==> src/core/acmp_pkg.sv <==
// What this block does
// - Power-on bit clear forces result low
// - Result bit read-only, mirrors comparator output
// - Exchange bit swaps inputs, inverts result
// - Reference on positive when select equals exchange
// - Level field: off, quarter, half, diode
// - Reference generator follows level field only
// - Flag on rising or falling edge chosen
// - Request needs flag, local and global enable
// - Flag cleared by service or software write
// - Filter bit picks filtered or unfiltered path
// - Pin connect bits attach pins to inputs
// - Port disable bit n disables buffer n
// - Result drives timer capture input
package acmp_pkg;

  // Register indices; byte address is four times the index
  localparam logic [7:0] IDX_CTL_ONE  = 8'h59;
  localparam logic [7:0] IDX_CTL_TWO  = 8'h5a;
  localparam logic [7:0] IDX_PORT_DIS = 8'h5b;
  localparam logic [7:0] IDX_IRQ_STAT = 8'h5c;
  localparam logic [7:0] IDX_IRQ_MASK = 8'h5d;

  localparam logic [7:0] RST_CTL_ONE  = 8'h00;
  localparam logic [7:0] RST_CTL_TWO  = 8'h00;
  localparam logic [7:0] RST_PORT_DIS = 8'h00;
  localparam logic [7:0] RST_IRQ      = 8'h00;

  // Bits 7..1 of control two are stored; bit 0 is the live result
  localparam logic [7:0] CTL_TWO_WMASK = 8'hfe;

  // Control one fields
  localparam int B_EXCH   = 7;
  localparam int B_RSEL   = 6;
  localparam int B_REF_HI = 5;
  localparam int B_REF_LO = 4;
  localparam int B_ON     = 3;
  localparam int B_IES    = 2;
  localparam int B_IE     = 1;
  localparam int B_FLAG   = 0;

  // Control two fields
  localparam int B_PIN_ONE  = 3;
  localparam int B_PIN_ZERO = 2;
  localparam int B_FILT     = 1;
  localparam int B_RESULT   = 0;

  // Interrupt status bit for a selected result edge
  localparam int B_STAT_EDGE = 0;

  localparam logic [1:0] REF_OFF     = 2'h0;
  localparam logic [1:0] REF_QUARTER = 2'h1;
  localparam logic [1:0] REF_HALF    = 2'h2;
  localparam logic [1:0] REF_DIODE   = 2'h3;

  localparam logic [1:0] RESP_OKAY   = 2'h0;
  localparam logic [1:0] RESP_DECERR = 2'h3;

  typedef enum logic [2:0] {
    SEL_NONE     = 3'b000,
    SEL_CTL_ONE  = 3'b001,
    SEL_CTL_TWO  = 3'b010,
    SEL_PORT_DIS = 3'b011,
    SEL_IRQ_STAT = 3'b100,
    SEL_IRQ_MASK = 3'b101
  } acmp_sel_t;

endpackage : acmp_pkg

==> src/core/acmp_sync.sv <==
`timescale 1ns/1ps
module acmp_sync #(
  parameter int W = 2
) (
  // Clock and reset
  input  wire logic         core_clk,
  input  wire logic         rst_n,
  // Asynchronous levels in, synchronised levels out
  input  wire logic [W-1:0] asyncIn,
  output logic      [W-1:0] syncOut
);

  logic [W-1:0] stageOne_reg;

  always_ff @(posedge core_clk or negedge rst_n) begin
    if (!rst_n) begin
      stageOne_reg <= '0;
      syncOut      <= '0;
    end else begin
      stageOne_reg <= asyncIn;
      syncOut      <= stageOne_reg;
    end
  end

endmodule : acmp_sync

==> src/core/acmp_ctrl.sv <==
`timescale 1ns/1ps
module acmp_ctrl #(
  parameter int ADDR_W = 12
) (
  // Clock and reset
  input  wire logic              core_clk,
  input  wire logic              rst_n,
  // AXI4-Lite write address and data
  input  wire logic [ADDR_W-1:0] s_axi_awaddr,
  input  wire logic              s_axi_awvalid,
  output logic                   s_axi_awready,
  input  wire logic [31:0]       s_axi_wdata,
  input  wire logic [3:0]        s_axi_wstrb,
  input  wire logic              s_axi_wvalid,
  output logic                   s_axi_wready,
  // AXI4-Lite write response
  output logic [1:0]             s_axi_bresp,
  output logic                   s_axi_bvalid,
  input  wire logic              s_axi_bready,
  // AXI4-Lite read
  input  wire logic [ADDR_W-1:0] s_axi_araddr,
  input  wire logic              s_axi_arvalid,
  output logic                   s_axi_arready,
  output logic [31:0]            s_axi_rdata,
  output logic [1:0]             s_axi_rresp,
  output logic                   s_axi_rvalid,
  input  wire logic              s_axi_rready,
  // Analog comparator outputs, asynchronous
  input  wire logic              cmpRawIn,
  input  wire logic              cmpFiltIn,
  // Analog control
  output logic                   comparatorPowerOn,
  output logic                   inputExchange,
  output logic [1:0]             referenceLevelSelect,
  output logic                   refGenEnable,
  output logic                   refToPositive,
  output logic                   outputFilterEnable,
  output logic                   pinToInputZero,
  output logic                   pinToInputOne,
  output logic [7:0]             pinBufferDisableBits,
  // Processor interrupt side
  input  wire logic              globalIrqEnable,
  input  wire logic              irqServiceAck,
  output logic                   irqRequest,
  output logic                   irqOut,
  // Timer capture
  output logic                   timerCaptureInputB
);

  function automatic acmp_pkg::acmp_sel_t decodeSel(input logic [ADDR_W-1:0] addr);
    logic [ADDR_W-1:0] word;
    word = addr >> 2;
    if (word == ADDR_W'(acmp_pkg::IDX_CTL_ONE))       decodeSel = acmp_pkg::SEL_CTL_ONE;
    else if (word == ADDR_W'(acmp_pkg::IDX_CTL_TWO))  decodeSel = acmp_pkg::SEL_CTL_TWO;
    else if (word == ADDR_W'(acmp_pkg::IDX_PORT_DIS)) decodeSel = acmp_pkg::SEL_PORT_DIS;
    else if (word == ADDR_W'(acmp_pkg::IDX_IRQ_STAT)) decodeSel = acmp_pkg::SEL_IRQ_STAT;
    else if (word == ADDR_W'(acmp_pkg::IDX_IRQ_MASK)) decodeSel = acmp_pkg::SEL_IRQ_MASK;
    else                                               decodeSel = acmp_pkg::SEL_NONE;
  endfunction : decodeSel

  // Synchronised comparator paths
  logic [1:0] cmpSync;
  logic       rawSync;
  logic       filtSync;

  acmp_sync #(
    .W(2)
  ) u_sync (
    .core_clk(core_clk),
    .rst_n   (rst_n),
    .asyncIn ({cmpFiltIn, cmpRawIn}),
    .syncOut (cmpSync)
  );
  assign rawSync  = cmpSync[0];
  assign filtSync = cmpSync[1];

  // Register file state
  logic [7:0] ctlOne_reg,  ctlOne_next;
  logic [7:0] ctlTwo_reg,  ctlTwo_next;
  logic [7:0] portDis_reg, portDis_next;
  logic [7:0] irqStat_reg, irqStat_next;
  logic [7:0] irqMask_reg, irqMask_next;
  logic       refPos_reg,  refPos_next;
  logic       refEn_reg,   refEn_next;
  logic       irqReq_reg,  irqReq_next;
  logic       irqOut_reg,  irqOut_next;

  // Result state
  logic       result_reg,  result_next;
  logic       prevRes_reg, prevRes_next;
  logic       pathSel;
  logic       edgeHit;

  // Bus write state
  logic              awHave_reg,  awHave_next;
  logic              wHave_reg,   wHave_next;
  logic              awReady_reg, awReady_next;
  logic              wReady_reg,  wReady_next;
  logic              bValid_reg,  bValid_next;
  logic [1:0]        bResp_reg,   bResp_next;
  logic [ADDR_W-1:0] awAddr_reg,  awAddr_next;
  logic [31:0]       wData_reg,   wData_next;
  logic [3:0]        wStrb_reg,   wStrb_next;
  logic              doWrite;
  acmp_pkg::acmp_sel_t wSel;

  // Bus read state
  logic        arReady_reg, arReady_next;
  logic        rValid_reg,  rValid_next;
  logic [1:0]  rResp_reg,   rResp_next;
  logic [31:0] rData_reg,   rData_next;
  acmp_pkg::acmp_sel_t rSel;

  assign doWrite = awHave_reg & wHave_reg & ~bValid_reg;
  assign wSel    = decodeSel(awAddr_reg);
  assign rSel    = decodeSel(s_axi_araddr);

  // Write channel: address and data taken in either order
  always_comb begin
    awHave_next = awHave_reg;
    wHave_next  = wHave_reg;
    awAddr_next = awAddr_reg;
    wData_next  = wData_reg;
    wStrb_next  = wStrb_reg;
    bValid_next = bValid_reg;
    bResp_next  = bResp_reg;
    if (s_axi_awvalid && awReady_reg) begin
      awHave_next = 1'b1;
      awAddr_next = s_axi_awaddr;
    end
    if (s_axi_wvalid && wReady_reg) begin
      wHave_next = 1'b1;
      wData_next = s_axi_wdata;
      wStrb_next = s_axi_wstrb;
    end
    if (doWrite) begin
      awHave_next = 1'b0;
      wHave_next  = 1'b0;
      bValid_next = 1'b1;
      bResp_next  = (wSel == acmp_pkg::SEL_NONE) ? acmp_pkg::RESP_DECERR : acmp_pkg::RESP_OKAY;
    end else if (bValid_reg && s_axi_bready) begin
      bValid_next = 1'b0;
    end
    awReady_next = ~awHave_next & ~bValid_next;
    wReady_next  = ~wHave_next & ~bValid_next;
  end

  always_ff @(posedge core_clk or negedge rst_n) begin
    if (!rst_n) begin
      awHave_reg  <= 1'b0;
      wHave_reg   <= 1'b0;
      awReady_reg <= 1'b1;
      wReady_reg  <= 1'b1;
      bValid_reg  <= 1'b0;
      bResp_reg   <= acmp_pkg::RESP_OKAY;
      awAddr_reg  <= '0;
      wData_reg   <= '0;
      wStrb_reg   <= '0;
    end else begin
      awHave_reg  <= awHave_next;
      wHave_reg   <= wHave_next;
      awReady_reg <= awReady_next;
      wReady_reg  <= wReady_next;
      bValid_reg  <= bValid_next;
      bResp_reg   <= bResp_next;
      awAddr_reg  <= awAddr_next;
      wData_reg   <= wData_next;
      wStrb_reg   <= wStrb_next;
    end
  end

  // Read channel: one read at a time, data from current state
  always_comb begin
    arReady_next = arReady_reg;
    rValid_next  = rValid_reg;
    rResp_next   = rResp_reg;
    rData_next   = rData_reg;
    if (s_axi_arvalid && arReady_reg) begin
      arReady_next = 1'b0;
      rValid_next  = 1'b1;
      rResp_next   = acmp_pkg::RESP_OKAY;
      rData_next   = '0;
      unique case (rSel)
        acmp_pkg::SEL_CTL_ONE:  rData_next[7:0] = ctlOne_reg;
        acmp_pkg::SEL_CTL_TWO:  rData_next[7:0] = {ctlTwo_reg[7:1], result_reg};
        acmp_pkg::SEL_PORT_DIS: rData_next[7:0] = portDis_reg;
        acmp_pkg::SEL_IRQ_STAT: rData_next[7:0] = irqStat_reg;
        acmp_pkg::SEL_IRQ_MASK: rData_next[7:0] = irqMask_reg;
        acmp_pkg::SEL_NONE:     rResp_next = acmp_pkg::RESP_DECERR;
      endcase
    end else if (rValid_reg && s_axi_rready) begin
      rValid_next  = 1'b0;
      arReady_next = 1'b1;
    end
  end

  always_ff @(posedge core_clk or negedge rst_n) begin
    if (!rst_n) begin
      arReady_reg <= 1'b1;
      rValid_reg  <= 1'b0;
      rResp_reg   <= acmp_pkg::RESP_OKAY;
      rData_reg   <= '0;
    end else begin
      arReady_reg <= arReady_next;
      rValid_reg  <= rValid_next;
      rResp_reg   <= rResp_next;
      rData_reg   <= rData_next;
    end
  end

  // Result path and edge detection
  always_comb begin
    pathSel = ctlTwo_reg[acmp_pkg::B_FILT] ? filtSync : rawSync;
    // forced low when off, inverted when exchanged
    result_next  = ctlOne_reg[acmp_pkg::B_ON] & (pathSel ^ ctlOne_reg[acmp_pkg::B_EXCH]);
    prevRes_next = result_reg;
    edgeHit = ctlOne_reg[acmp_pkg::B_IES] ? (~result_reg & prevRes_reg)
                                          : (result_reg & ~prevRes_reg);
  end

  always_ff @(posedge core_clk or negedge rst_n) begin
    if (!rst_n) begin
      result_reg  <= 1'b0;
      prevRes_reg <= 1'b0;
    end else begin
      result_reg  <= result_next;
      prevRes_reg <= prevRes_next;
    end
  end

  // Register writes, flag and interrupt logic
  always_comb begin
    ctlOne_next  = ctlOne_reg;
    ctlTwo_next  = ctlTwo_reg;
    portDis_next = portDis_reg;
    irqStat_next = irqStat_reg;
    irqMask_next = irqMask_reg;
    if (doWrite && wStrb_reg[0]) begin
      unique case (wSel)
        acmp_pkg::SEL_CTL_ONE:  ctlOne_next = wData_reg[7:0];
        acmp_pkg::SEL_CTL_TWO:  ctlTwo_next = wData_reg[7:0] & acmp_pkg::CTL_TWO_WMASK;
        acmp_pkg::SEL_PORT_DIS: portDis_next = wData_reg[7:0];
        acmp_pkg::SEL_IRQ_STAT: irqStat_next = irqStat_reg & ~wData_reg[7:0];
        acmp_pkg::SEL_IRQ_MASK: irqMask_next = wData_reg[7:0];
        acmp_pkg::SEL_NONE:     ctlOne_next = ctlOne_reg;
      endcase
    end
    if (irqServiceAck) begin
      ctlOne_next[acmp_pkg::B_FLAG] = 1'b0;
    end
    if (edgeHit) begin
      ctlOne_next[acmp_pkg::B_FLAG]       = 1'b1;
      irqStat_next[acmp_pkg::B_STAT_EDGE] = 1'b1;
    end
    refPos_next = ctlOne_reg[acmp_pkg::B_RSEL] == ctlOne_reg[acmp_pkg::B_EXCH];
    // generator enable from level field only
    refEn_next  = ctlOne_reg[acmp_pkg::B_REF_HI:acmp_pkg::B_REF_LO] != acmp_pkg::REF_OFF;
    irqReq_next = ctlOne_reg[acmp_pkg::B_FLAG] & ctlOne_reg[acmp_pkg::B_IE] & globalIrqEnable;
    irqOut_next = |(irqStat_reg & irqMask_reg);
  end

  always_ff @(posedge core_clk or negedge rst_n) begin
    if (!rst_n) begin
      ctlOne_reg  <= acmp_pkg::RST_CTL_ONE;
      ctlTwo_reg  <= acmp_pkg::RST_CTL_TWO;
      portDis_reg <= acmp_pkg::RST_PORT_DIS;
      irqStat_reg <= acmp_pkg::RST_IRQ;
      irqMask_reg <= acmp_pkg::RST_IRQ;
      refPos_reg  <= 1'b0;
      refEn_reg   <= 1'b0;
      irqReq_reg  <= 1'b0;
      irqOut_reg  <= 1'b0;
    end else begin
      ctlOne_reg  <= ctlOne_next;
      ctlTwo_reg  <= ctlTwo_next;
      portDis_reg <= portDis_next;
      irqStat_reg <= irqStat_next;
      irqMask_reg <= irqMask_next;
      refPos_reg  <= refPos_next;
      refEn_reg   <= refEn_next;
      irqReq_reg  <= irqReq_next;
      irqOut_reg  <= irqOut_next;
    end
  end

  assign s_axi_awready        = awReady_reg;
  assign s_axi_wready         = wReady_reg;
  assign s_axi_bvalid         = bValid_reg;
  assign s_axi_bresp          = bResp_reg;
  assign s_axi_arready        = arReady_reg;
  assign s_axi_rvalid         = rValid_reg;
  assign s_axi_rresp          = rResp_reg;
  assign s_axi_rdata          = rData_reg;
  assign comparatorPowerOn    = ctlOne_reg[acmp_pkg::B_ON];
  assign inputExchange        = ctlOne_reg[acmp_pkg::B_EXCH];
  assign referenceLevelSelect = ctlOne_reg[acmp_pkg::B_REF_HI:acmp_pkg::B_REF_LO];
  assign refGenEnable         = refEn_reg;
  assign refToPositive        = refPos_reg;
  assign outputFilterEnable   = ctlTwo_reg[acmp_pkg::B_FILT];
  assign pinToInputZero       = ctlTwo_reg[acmp_pkg::B_PIN_ZERO];
  assign pinToInputOne        = ctlTwo_reg[acmp_pkg::B_PIN_ONE];
  assign pinBufferDisableBits = portDis_reg;
  assign irqRequest           = irqReq_reg;
  assign irqOut               = irqOut_reg;
  assign timerCaptureInputB   = result_reg;

  a_off_forces_low: assert property (
    @(posedge core_clk) disable iff (!rst_n)
    !ctlOne_reg[acmp_pkg::B_ON] |=> !result_reg)
    else $error("Result not low while comparator off");

  a_result_readback: assert property (
    @(posedge core_clk) disable iff (!rst_n)
    (s_axi_arvalid && arReady_reg && rSel == acmp_pkg::SEL_CTL_TWO)
      |=> rValid_reg && rData_reg[0] == $past(result_reg))
    else $error("Result bit readback mismatch");

  a_exchange_inverts: assert property (
    @(posedge core_clk) disable iff (!rst_n)
    (ctlOne_reg[acmp_pkg::B_ON] && !ctlTwo_reg[acmp_pkg::B_FILT] && ctlOne_reg[acmp_pkg::B_EXCH])
      |=> result_reg == !$past(rawSync))
    else $error("Exchanged result not inverted");

  a_ref_side: assert property (
    @(posedge core_clk) disable iff (!rst_n)
    $past(rst_n) |-> refToPositive == ($past(ctlOne_reg[acmp_pkg::B_RSEL]) == $past(inputExchange)))
    else $error("Reference terminal side wrong");

  a_ref_gen_enable: assert property (
    @(posedge core_clk) disable iff (!rst_n)
    (!comparatorPowerOn && referenceLevelSelect != acmp_pkg::REF_OFF) |=> refGenEnable)
    else $error("Reference generator tied to power bit");

  a_edge_sets_flag: assert property (
    @(posedge core_clk) disable iff (!rst_n)
    (result_reg && !prevRes_reg && !ctlOne_reg[acmp_pkg::B_IES]) |=> ctlOne_reg[acmp_pkg::B_FLAG])
    else $error("Rising edge did not set flag");

  a_set_beats_clear: assert property (
    @(posedge core_clk) disable iff (!rst_n)
    (edgeHit && irqServiceAck) |=> ctlOne_reg[acmp_pkg::B_FLAG] && irqStat_reg[acmp_pkg::B_STAT_EDGE])
    else $error("Clear beat a same-cycle set");

  a_request_gating: assert property (
    @(posedge core_clk) disable iff (!rst_n)
    irqRequest |-> $past(ctlOne_reg[acmp_pkg::B_FLAG] && ctlOne_reg[acmp_pkg::B_IE] && globalIrqEnable))
    else $error("Request without flag and enables");

  a_service_clears: assert property (
    @(posedge core_clk) disable iff (!rst_n)
    (irqServiceAck && !edgeHit) |=> !ctlOne_reg[acmp_pkg::B_FLAG])
    else $error("Service did not clear flag");

  a_filter_path: assert property (
    @(posedge core_clk) disable iff (!rst_n)
    (ctlOne_reg[acmp_pkg::B_ON] && ctlTwo_reg[acmp_pkg::B_FILT] && !ctlOne_reg[acmp_pkg::B_EXCH])
      |=> result_reg == $past(filtSync))
    else $error("Filtered path not selected");

endmodule : acmp_ctrl

==> config.mk <==
export PLATFORM = sky130hd
export DESIGN_NAME = acmp_ctrl
export DESIGN_NICKNAME = d
export VERILOG_FILES = /design/src/core/acmp_pkg.sv /design/src/core/acmp_sync.sv /design/src/core/acmp_ctrl.sv
export SDC_FILE = /design/constraint.sdc
export NUM_CORES = 1
export LEC_CHECK = 0
export ABC_AREA = 1
export BUFFER_PORTS_ARGS = -buffer_cell sky130_fd_sc_hd__buf_2
export CAP_MARGIN = 10
export CORE_MARGIN = 2
export CORE_UTILIZATION = 50
export CTS_BUF_LIST = sky130_fd_sc_hd__clkbuf_4 sky130_fd_sc_hd__clkbuf_8
export CTS_CLUSTER_SIZE = 30
export DETAILED_ROUTE_END_ITERATION = 8
export PLACE_DENSITY = 0.77
export SLEW_MARGIN = 20
export SYNTH_ARGS = -nofsm -noshare
export SYNTH_HDL_FRONTEND = slang
export SYNTH_SLANG_ARGS = --single-unit
==> constraint.sdc <==
create_clock -name core_clk -period 1.7 [get_ports core_clk]
set_clock_uncertainty 0.05 [all_clocks]
set_input_delay 0.085 -clock core_clk [delete_from_list [all_inputs] [get_ports core_clk]]
set_output_delay 0.085 -clock core_clk [all_outputs]
set_load 0.005 [all_outputs]
=== After elaboration in Yosys (flattened, before gate mapping) ===
Cells that the tools add are included.
W data, S select, Z words.

* Bits of input ports: 71
* Output and inout port bits: 61
* Word-level logic and storage cells: 122
* Register bits after elaboration: 89

* Eq/ne operators: 21
* Reduce and logical (&&, ||, !) cells: 22
* Bitwise logic cells: 19
* Mux-type cells: 32

{| class="wikitable"
|+ Operator list
! operator !! number
|-
| $eq A10 B7 Y1 const B || 10
|-
| $pmux W8 S5 || 1
|-
| $mux W3 || 10
|-
| $mux W1 || 19
|-
| $and A8 B8 Y8 || 2
|-
| $reduce_and A2 Y1 || 7
|-
| $eq A3 B2 Y1 const B || 4
|-
| $eq A3 B3 Y1 const B || 4
|-
| $and A1 B1 Y1 || 9
|-
| $not A8 Y8 || 1
|-
| $reduce_bool A2 Y1 || 4
|-
| $reduce_or A8 Y1 || 1
|-
| $eq A3 B1 Y1 const B || 2
|-
| $logic_and A1 B1 Y1 || 6
|-
| $logic_not A3 Y1 || 2
|-
| $not A1 Y1 || 6
|-
| $reduce_bool A3 Y1 || 2
|-
| $mux W2 || 2
|-
| $eq A1 B1 Y1 || 1
|-
| $xor A1 B1 Y1 || 1
|}

=== Logic depth before layout (Yosys ltp) ===
Gate-level depths: netlist of run 1.

* Depth in word-level cells: 11
* Gate-level depth with buffers: 10
* Mapped depth without buffers: 10

=== Hierarchy ===
Synthesis of run 1 repeated with hierarchy kept, for this count alone.

* Cells, all modules: 477
* Area total of the unflattened synthesis: 4117.7 sq um

{| class="wikitable"
|+ Modules (own cells, without submodules)
! module !! times used !! cells an instance !! sequential area each (sq um) !! area an instance (sq um)
|-
| acmp_ctrl || 1 || 473 || 2030.7 || 4017.6
|-
| acmp_sync || 1 || 4 || 100.1 || 100.1
|}

=== Least setup slack after synthesis of run 1 ===
Ideal clock, no wire load.

* Path type: register -> register
* Start: register awAddr_reg[7]
* End: register irqMask_reg[6]
* Path buffers: 1
* Setup time: 120 ps
* Stages on the path, launching flop included: 8
* Data required time: 1530 ps
* Slack: 317 ps
* Period minus slack after synthesis: 1383 ps
* Data arrival time: 1213 ps
* Cells stage by stage: dfrtp_1 nor2_1 nand3_1 inv_1 nand4_4 buf_6 nand2_2 o21ai_2

* Word-level cells in the longest chain between the ends: 8
* Elaborated cells between the ends (all ways): 12
* Classes of those cells: 6 x eq/ne; 5 x mux; 1 x reduce/logical

{| class="wikitable"
|+ RTL lines
! what !! RTL line !! source
|-
| start, declared || acmp_ctrl.sv:101 || <nowiki>logic [ADDR_W-1:0] awAddr_reg, awAddr_next;</nowiki>
|-
| start signal, assigned || acmp_ctrl.sv:166 || <nowiki>awAddr_reg <= awAddr_next;</nowiki>
|-
| $eq A10 B7 Y1 || acmp_ctrl.sv:57 || <nowiki>else if (word == ADDR_W'(acmp_pkg::IDX_IRQ_MASK)) decodeSel = acmp_pkg::SEL_IRQ_MASK;</nowiki>
|-
| $mux W3 || acmp_ctrl.sv:57 ||
|-
| $mux W3 || acmp_ctrl.sv:56 || <nowiki>else if (word == ADDR_W'(acmp_pkg::IDX_IRQ_STAT)) decodeSel = acmp_pkg::SEL_IRQ_STAT;</nowiki>
|-
| $mux W3 || acmp_ctrl.sv:55 || <nowiki>else if (word == ADDR_W'(acmp_pkg::IDX_PORT_DIS)) decodeSel = acmp_pkg::SEL_PORT_DIS;</nowiki>
|-
| $mux W3 || acmp_ctrl.sv:54 || <nowiki>else if (word == ADDR_W'(acmp_pkg::IDX_CTL_TWO)) decodeSel = acmp_pkg::SEL_CTL_TWO;</nowiki>
|-
| $mux W3 * || acmp_ctrl.sv:53 || <nowiki>if (word == ADDR_W'(acmp_pkg::IDX_CTL_ONE)) decodeSel = acmp_pkg::SEL_CTL_ONE;</nowiki>
|-
| $eq A3 B3 Y1 * || acmp_ctrl.sv:239 || <nowiki>unique case (wSel)</nowiki>
|-
| $reduce_and A2 Y1 (no source line) * || - ||
|-
| end signal, assigned || acmp_ctrl.sv:268 || <nowiki>irqMask_reg <= acmp_pkg::RST_IRQ;</nowiki>
|-
| end signal, assigned || acmp_ctrl.sv:278 || <nowiki>irqMask_reg <= irqMask_next;</nowiki>
|-
| end, declared || acmp_ctrl.sv:82 || <nowiki>logic [7:0] irqMask_reg, irqMask_next;</nowiki>
|}

Mark *: on every way between the ends. The rest lies on a longest branch, timed or not.
A chain may end at the register's enable or synchronous reset.

=== Worst setup path after layout of run 1 ===
* Start: register wReady_reg (netlist: s_axi_wready)
* End: register wStrb_reg[0]

* Word-level cells in the longest chain between the ends: 1

{| class="wikitable"
|+ RTL lines
! what !! RTL line !! source
|-
| start, declared || acmp_ctrl.sv:98 || <nowiki>logic wReady_reg, wReady_next;</nowiki>
|-
| start signal, assigned || acmp_ctrl.sv:163 || <nowiki>wReady_reg <= wReady_next;</nowiki>
|-
| $logic_and A1 B1 Y1 || acmp_ctrl.sv:131 || <nowiki>if (s_axi_wvalid && wReady_reg) begin</nowiki>
|-
| end signal, assigned || acmp_ctrl.sv:168 || <nowiki>wStrb_reg <= wStrb_next;</nowiki>
|-
| end, declared || acmp_ctrl.sv:103 || <nowiki>logic [3:0] wStrb_reg, wStrb_next;</nowiki>
|}

No other way between the ends.

==> flow_metrics.env, run 1 <==
export IMPL_worst_slew_pin_transition_ns=0.5226
export IMPL_synth_cell_type_count=36
export IMPL_ys_seq_area_share_pct=51.54
export IMPL_synth_top_area_cell="dfrtp_1"
export IMPL_vias=3468
export IMPL_rsz0062_at_grt="false"
export IMPL_cts_buffer_depth=2
export IMPL_final_setup_tns_ns=0
export IMPL_layout_nets=669
export IMPL_synth_edff_count=0
export IMPL_finalHoldViolations=0
export IMPL_post_route_worst_setup_slack_ns=0.1154
export IMPL_clk_pin_slew_ns=0.09
export IMPL_grt_first_pass_wirelength_mm=14.70
export IMPL_finalCritPeriodShare_pct=93.21
export IMPL_r2r_end="wStrb_reg[0]"
export IMPL_antenna_found_initial=0
export IMPL_relSlewSlack_pct=65.16
export IMPL_grt_max_degree=42
export IMPL_syn_inst=482
export IMPL_dieArea_sq_mm=0.009012
export IMPL_regToRegSetupSlack_ns=0.12
export IMPL_dieHeight_microns=94.93
export IMPL_worstPathCellList="nand2_1, clkinv_1, buf_6, nand2_1, nand2_1, dlygate4sd3_1"
export IMPL_cp_slowest_stage_delay_ns=0.55
export IMPL_cts_inserted_buffers=9
export IMPL_slowest_stage="dlygate4sd3_1"
export IMPL_crit_buf_inv=3
export IMPL_grt_pass1_vias=3176
export IMPL_crit_top_cell="nand2_1"
export IMPL_drt_iter0_drc=186
export IMPL_cts_sinks=85
export IMPL_synth_common_cells="nand2_1 (129), dfrtp_1 (82), inv_1 (51)"
export IMPL_postRouteAntennaNets=0
export IMPL_die_w_microns=94.93
export IMPL_post_synth_top_count_cell="nand2_1"
export IMPL_slew_viol_final=0
export IMPL_vias_per_cell=4.898
export IMPL_worstHoldStart="s_axi_araddr[3]"
export IMPL_holdPathStages=4
export IMPL_dp_hpwl_mm=6.744
export IMPL_use_met1_pct=27.16
export IMPL_place_congestion=0.8279
export IMPL_io_pin_count=132
export IMPL_worstReg2RegStart="s_axi_wready"
export IMPL_firstDrtPassIters=5
export IMPL_syn_avg_cell_area_sq_um=8.577
export IMPL_drc=0
export IMPL_hp_class="in -> reg"
export IMPL_grt_busiest_layer="met2"
export IMPL_initial_core_util_pct=50.82
export IMPL_synthTopCellsByArea="dfrtp_1 (50%), nand2_1 (12%), buf_4 (5.4%), inv_1 (4.6%), nor2_1 (4.2%)"
export IMPL_cts_tree="yes"
export IMPL_max_freq_ghz=0.6311
export IMPL_wl_mm=9.414
export IMPL_min_to="s_axi_rresp[0]"
export IMPL_power_density_mw_per_mm2=1070
export IMPL_grtUsageMet3_pct=4.389
export IMPL_setup_violations=0
export IMPL_fp_row_count=33
export IMPL_dp_worst_setup_slack_ns=0.04116
export IMPL_synth_main_ff_cell="dfrtp_1"
export IMPL_drive_above_1_share_pct=25.21
export IMPL_clk_latency_ns=0.36
export IMPL_grt_overflow=0
export IMPL_leakage_nw=2.682
export IMPL_yosysTopAreaCellShare_pct=49.64
export IMPL_reg2regPathDepth=6
export IMPL_htree_levels=3
export IMPL_cp_num_cells=6
export IMPL_critPathArrivalTime_ns=1.83
export IMPL_maxCapViolCount=0
export IMPL_ys_ff_latch=85
export IMPL_use_met2_pct=37.23
export IMPL_antenna_cells=0
export IMPL_critical_path_class="reg -> reg"
export IMPL_critical_path_top_delay_family="buffers and inverters"
export IMPL_io_buffers=76
export IMPL_status="completed"
export IMPL_vdd_ir_drop_worst_v=0.0007647
export IMPL_largest_reg_flops=10
export IMPL_cp_max_fo=18
export IMPL_start_kind="register"
export IMPL_track_usage_pct=21.73
export IMPL_cp_data_required_time_ns=1.95
export IMPL_wl_per_cell_microns=13.30
export IMPL_syn_area_sq_mm=0.004134
export IMPL_coreArea_sq_mm=0.008134
export IMPL_area_growth_synth_to_final_pct=24.36
export IMPL_yosys_warnings=0
export IMPL_ys_async_sr_fraction_pct=100.0
export IMPL_end_kind="register"
export IMPL_finalCriticalPeriod_ns=1.585
export IMPL_clockRootBuffer="clkbuf_8"
[worst register-to-register path: stages, from the launching register on]
cell and delay (ns):
dfstp_2 0.53, nand2_1 0.06, clkinv_1 0.06, buf_6 0.15, nand2_1 0.06, nand2_1 0.06, dlygate4sd3_1 0.55
[area by class of cell]
class                      instances  area (sq um)
tap                              105         131.4
clock inverter                     7         80.08
timing repair buffer             119         814.5
clock buffer                       9         123.9
inverter                          58         222.7
sequential                        85          2131
fill                             698          2993
multi-input combinational        325          1638
[report_power, final]
| part | internal, mW | leakage [nW] | switching [mW] |
|---|---|---|---|
| clock | 0.699 | 0.102 | 0.774 |
| sequential | 2.39 | 1.12 | 0.271 |
| combinational | 0.454 | 1.46 | 0.919 |
| total | 3.54 | 2.68 | 1.96 |
[how the worst max path moves through the flow]
stage	start	end	slack, ns
3_5_place_dp	awAddr_reg[7]	irqStat_reg[1]	0.04
3_3_place_gp	awAddr_reg[7]	ctlOne_reg[7]	0.12
2_1_floorplan	awAddr_reg[7]	irqMask_reg[6]	0.32
4_1_cts	awAddr_reg[7]	irqStat_reg[1]	0.02
6_report	s_axi_wready	wStrb_reg[0]	0.12
5_1_grt	awAddr_reg[7]	ctlTwo_reg[7]	0.009
[per-stage QoR]
stage	instance area, sq um	hold slack, ns	util (%)	total power, mW	std cells
floorplan	4220	-0.2606	-	3.470	505
global placement	4568	0.03833	56.16	3.845	659
detailed placement	4568	0.04107	56.16	3.912	659
CTS	5042	0.06514	61.99	5.439	702
global route	5141	0.07609	63.21	5.835	708
finish	5141	0.07757	63.21	5.502	708
[layer usage]
| layer | part of all wire, % | routed length, microns | vias to the layer above |
|---|---|---|---|
| met5 | 0 | 0 | - |
| met4 | 1.8 | 172 | 0 |
| met3 | 6.1 | 570 | 13 |
| met2 | 49 | 4602 | 126 |
| met1 | 43 | 4069 | 1599 |
| li1 | - | - | 1730 |
[cells in the final DEF, fill, tap and decap left out, types with 2 or more instances in the layout]
cell type,count
a21oi_1,2
a221oi_1,2
buf_12,3
buf_2,75
buf_4,13
clkbuf_8,9
conb_1,24
dfrtp_1,82
dfstp_2,3
dlygate4sd3_1,27
inv_1,50
inv_2,5
inv_4,2
inv_6,2
nand2_1,129
nand2_2,2
nand3_1,27
nand3_2,4
nand4_1,17
nand4_4,3
nor2_1,46
nor2_4,4
nor3_2,3
nor3_4,2
o21ai_0,26
o21ai_1,12
o21ai_2,11
o22ai_1,2
[repair_timing]
action,CTS,global route
hold endpoints to repair,62,0
hold buffers,27,0
setup buffers,0,5
setup endpoints to repair,0,36
gates resized for setup,0,9
[cells by family after synthesis]
| group | count (synthesis) | share of synthesized area [%] |
|---|---|---|
| other | 1 | 0.09071 |
| buffers and inverters | 96 | 11.96 |
| muxes | 1 | 0.2421 |
| and+or+nand+nor | 243 | 28.06 |
| AOI/OAI and AO/OA | 55 | 7.899 |
| xor gates and xnor gates | 1 | 0.2119 |
| DFF | 85 | 51.54 |
No activity file was read; power rests on OpenSTA's default activity.
==> inputs of run 2 (changes only) <==
SYNTH_HIERARCHICAL = 1   (was default)
==> run 2 against run 1 <==
Against the previous run: via count up 4.6%; synthesized cell count down 1.0%; hold slack worse by 0.012 ns; cell area down 1.7%; worst setup slack better by 0.0055 ns; wire length up 2.1%; final cell count down 1.8%; clock power up 10%; critical path depth up 1; maximum frequency up 0.35%; critical path type unchanged; largest power group unchanged.
==> flow_metrics.env, run 2 <==
export IMPL_ys_ff_latch=85
export IMPL_drive_above_1_share_pct=23.22
export IMPL_status="completed"
export IMPL_area_growth_synth_to_final_pct=22.79
export IMPL_fp_row_count=33
export IMPL_pwr_share_clk_pct=28.9
export IMPL_postRouteAntennaNets=0
export IMPL_critPathArrivalTime_ns=1.83
export IMPL_finalCriticalPeriod_ns=1.579
export IMPL_crit_path_start="awAddr_reg[9]"
export IMPL_die_w_microns=94.75
export IMPL_antenna_found_initial=0
export IMPL_clockRootBuffer="clkbuf_8"
export IMPL_relSlewSlack_pct=64.91
export IMPL_worstHoldStart="s_axi_araddr[3]"
export IMPL_synth_common_cells="nand2_1 (159), dfrtp_1 (82), o21ai_0 (37)"
export IMPL_cts_sinks=85
export IMPL_clk_pin_slew_ns=0.10
export IMPL_p_int_mw=3.656
export IMPL_wl_per_cell_microns=13.82
export IMPL_layout_nets=656
export IMPL_syn_avg_cell_area_sq_um=8.632
export IMPL_cp_slowest_stage_delay_ns=0.40
export IMPL_dp_hpwl_mm=6.636
export IMPL_end_kind="register"
export IMPL_mostFrequentLayoutCell="nand2_1"
export IMPL_yosysTopAreaCellShare_pct=49.83
export IMPL_dieHeight_microns=94.75
export IMPL_post_synth_top_count_cell="nand2_1"
export IMPL_vias=3627
export IMPL_drc=0
export IMPL_ys_seq_area_share_pct=51.75
export IMPL_place_congestion=0.8244
export IMPL_synth_cell_type_count=35
export IMPL_placed_cell_area_sq_mm=0.004534
export IMPL_drt_iter0_drc=218
export IMPL_final_area_sq_mm=0.005056
export IMPL_grt_overflow=0
export IMPL_grt_max_degree=45
export IMPL_grt_pass1_vias=3325
export IMPL_vdd_ir_drop_worst_v=0.0009697
export IMPL_vias_per_cell=5.219
export IMPL_worst_slew_pin_transition_ns=0.5244
export IMPL_yosys_warnings=6
export IMPL_sw_frac_of_total_pct=34.66
export IMPL_firstDrtPassIters=5
export IMPL_cp_max_fo=8
export IMPL_synth_top_area_cell="dfrtp_1"
export IMPL_final_setup_tns_ns=0
export IMPL_cts_inserted_buffers=9
export IMPL_coreArea_sq_mm=0.008093
export IMPL_hp_class="in -> reg"
export IMPL_clk_latency_ns=0.36
export IMPL_p_seq_share_pct=48.4
export IMPL_cp_data_required_time_ns=1.95
export IMPL_syn_area_sq_mm=0.004118
export IMPL_cts_buffer_depth=2
export IMPL_layout_common_cells="nand2_1 (159), dfrtp_1 (82), buf_2 (75), o21ai_0 (35), nand4_1 (35)"
export IMPL_track_usage_pct=22.68
export IMPL_critical_path_class="reg -> reg"
export IMPL_cts_tree="yes"
export IMPL_synth_edff_count=0
export IMPL_leakage_nw=2.698
export IMPL_grt_first_pass_wirelength_mm=15.59
export IMPL_slowest_stage="dfrtp_1"
export IMPL_power_density_mw_per_mm2=1107
export IMPL_slew_viol_final=0
export IMPL_io_pin_count=132
export IMPL_combPwrFrac_pct=22.7
export IMPL_syn_inst=477
export IMPL_dieArea_sq_mm=0.008978
export IMPL_synthTopCellsByArea="dfrtp_1 (50%), nand2_1 (14%), nand4_1 (5.3%), buf_4 (5.3%), o21ai_0 (4.5%)"
export IMPL_setup_violations=0
export IMPL_post_route_worst_setup_slack_ns=0.1208
export IMPL_dp_worst_setup_slack_ns=0.1176
export IMPL_crit_buf_inv=0
export IMPL_htree_levels=3
export IMPL_start_kind="register"
export IMPL_worstPathCellList="nor2_2, nand3_4, nor3_4, nand3_4, nor2_4, nand2_1, nand2_1"
export IMPL_maxCapViolCount=0
export IMPL_finalHoldViolations=0
export IMPL_finalCritPeriodShare_pct=92.89
export IMPL_antenna_cells=0
export IMPL_largest_reg_flops=10
export IMPL_critical_path_top_delay_family="simple AND/OR/NAND/NOR gates"
export IMPL_wl_mm=9.608
export IMPL_synth_main_ff_cell="dfrtp_1"
export IMPL_worstReg2RegStart="awAddr_reg[9]"
export IMPL_io_buffers=76
export IMPL_ys_async_sr_fraction_pct=100.0
export IMPL_timing_hold_ws_ns=0.06606
export IMPL_power_switching_mw=1.940
export IMPL_max_freq_ghz=0.6333
export IMPL_initial_core_util_pct=50.88
-- run 2: stage by stage --
step	total power [mW]	cells	util, %
3_5_place_dp	3.857	652	56.03
3_3_place_gp	3.803	652	56.03
5_1_grt	5.904	695	62.48
6_report	5.596	695	62.48
4_1_cts	5.524	693	61.90
2_1_floorplan	3.451	500	-
-- run 2: final timing paths --
path	cells past startpoint	slack, ns	to
max	7	0.12	ctlTwo_reg[5]
min reg2reg	0	0.31	u_sync/syncOut[1]
min in group asynchronous	2	0.11	s_axi_rvalid
min	4	0.07	s_axi_rresp[0]
max in group asynchronous	3	0.89	irqMask_reg[4]
max reg2reg	7	0.12	ctlTwo_reg[5]
-- run 2: power groups by stage --
stage	sequential, mW	clock (mW)	combinational, mW
3_5_place_dp	2.72	0	1.14
3_3_place_gp	2.70	0	1.10
6_report	2.71	1.62	1.27
2_1_floorplan	2.62	0	0.831
4_1_cts	2.68	1.64	1.20
5_1_grt	2.75	1.72	1.43
-- run 2: logic make-up after synthesis --
logic type | Yosys count | share of synthesized area [%]
and+or+nand+nor | 249 | 28.23
DFF | 85 | 51.75
buffers and inverters | 79 | 10.48
AOI/OAI and AO/OA | 61 | 8.995
xor gates and xnor gates | 1 | 0.2127
muxes | 1 | 0.2431
other | 1 | 0.09107
-- run 2: cell type report --
type	count	area, sq um
Sequential cell	85	2131
Inverter	38	145.1
Multi-Input combinational cell	336	1673
Timing Repair Buffer	115	750.7
Clock buffer	10	131.4
Tap cell	105	131.4
Fill cell	661	3037
Clock inverter	6	93.84
-- run 2: routing by layer --
| metal | wire length, microns | share of wire, % | track usage, % | vias to the layer above |
|---|---|---|---|---|
| li1 | - | - | - | 1736 |
| met1 | 4258 | 44 | 30.26 | 1737 |
| met2 | 4628 | 48 | 36.70 | 135 |
| met3 | 543 | 5.7 | 3.512 | 19 |
| met4 | 177 | 1.8 | 10.14 | 0 |
| met5 | 0 | 0 | 0 | - |
-- run 2: worst reg2reg max path, cell delays in order (launching register included) --
cell and delay (ns):
dfrtp_1 0.40, nor2_2 0.16, nand3_4 0.14, nor3_4 0.25
nand3_4 0.16, nor2_4 0.21, nand2_1 0.07, nand2_1 0.06
-- run 2: what timing repair did --
item,in CTS,in global routing
resized for setup,0,8
setup buffers,0,2
endpoints found under the hold margin,108,0
hold buffers,25,0
setup endpoints to repair,0,15
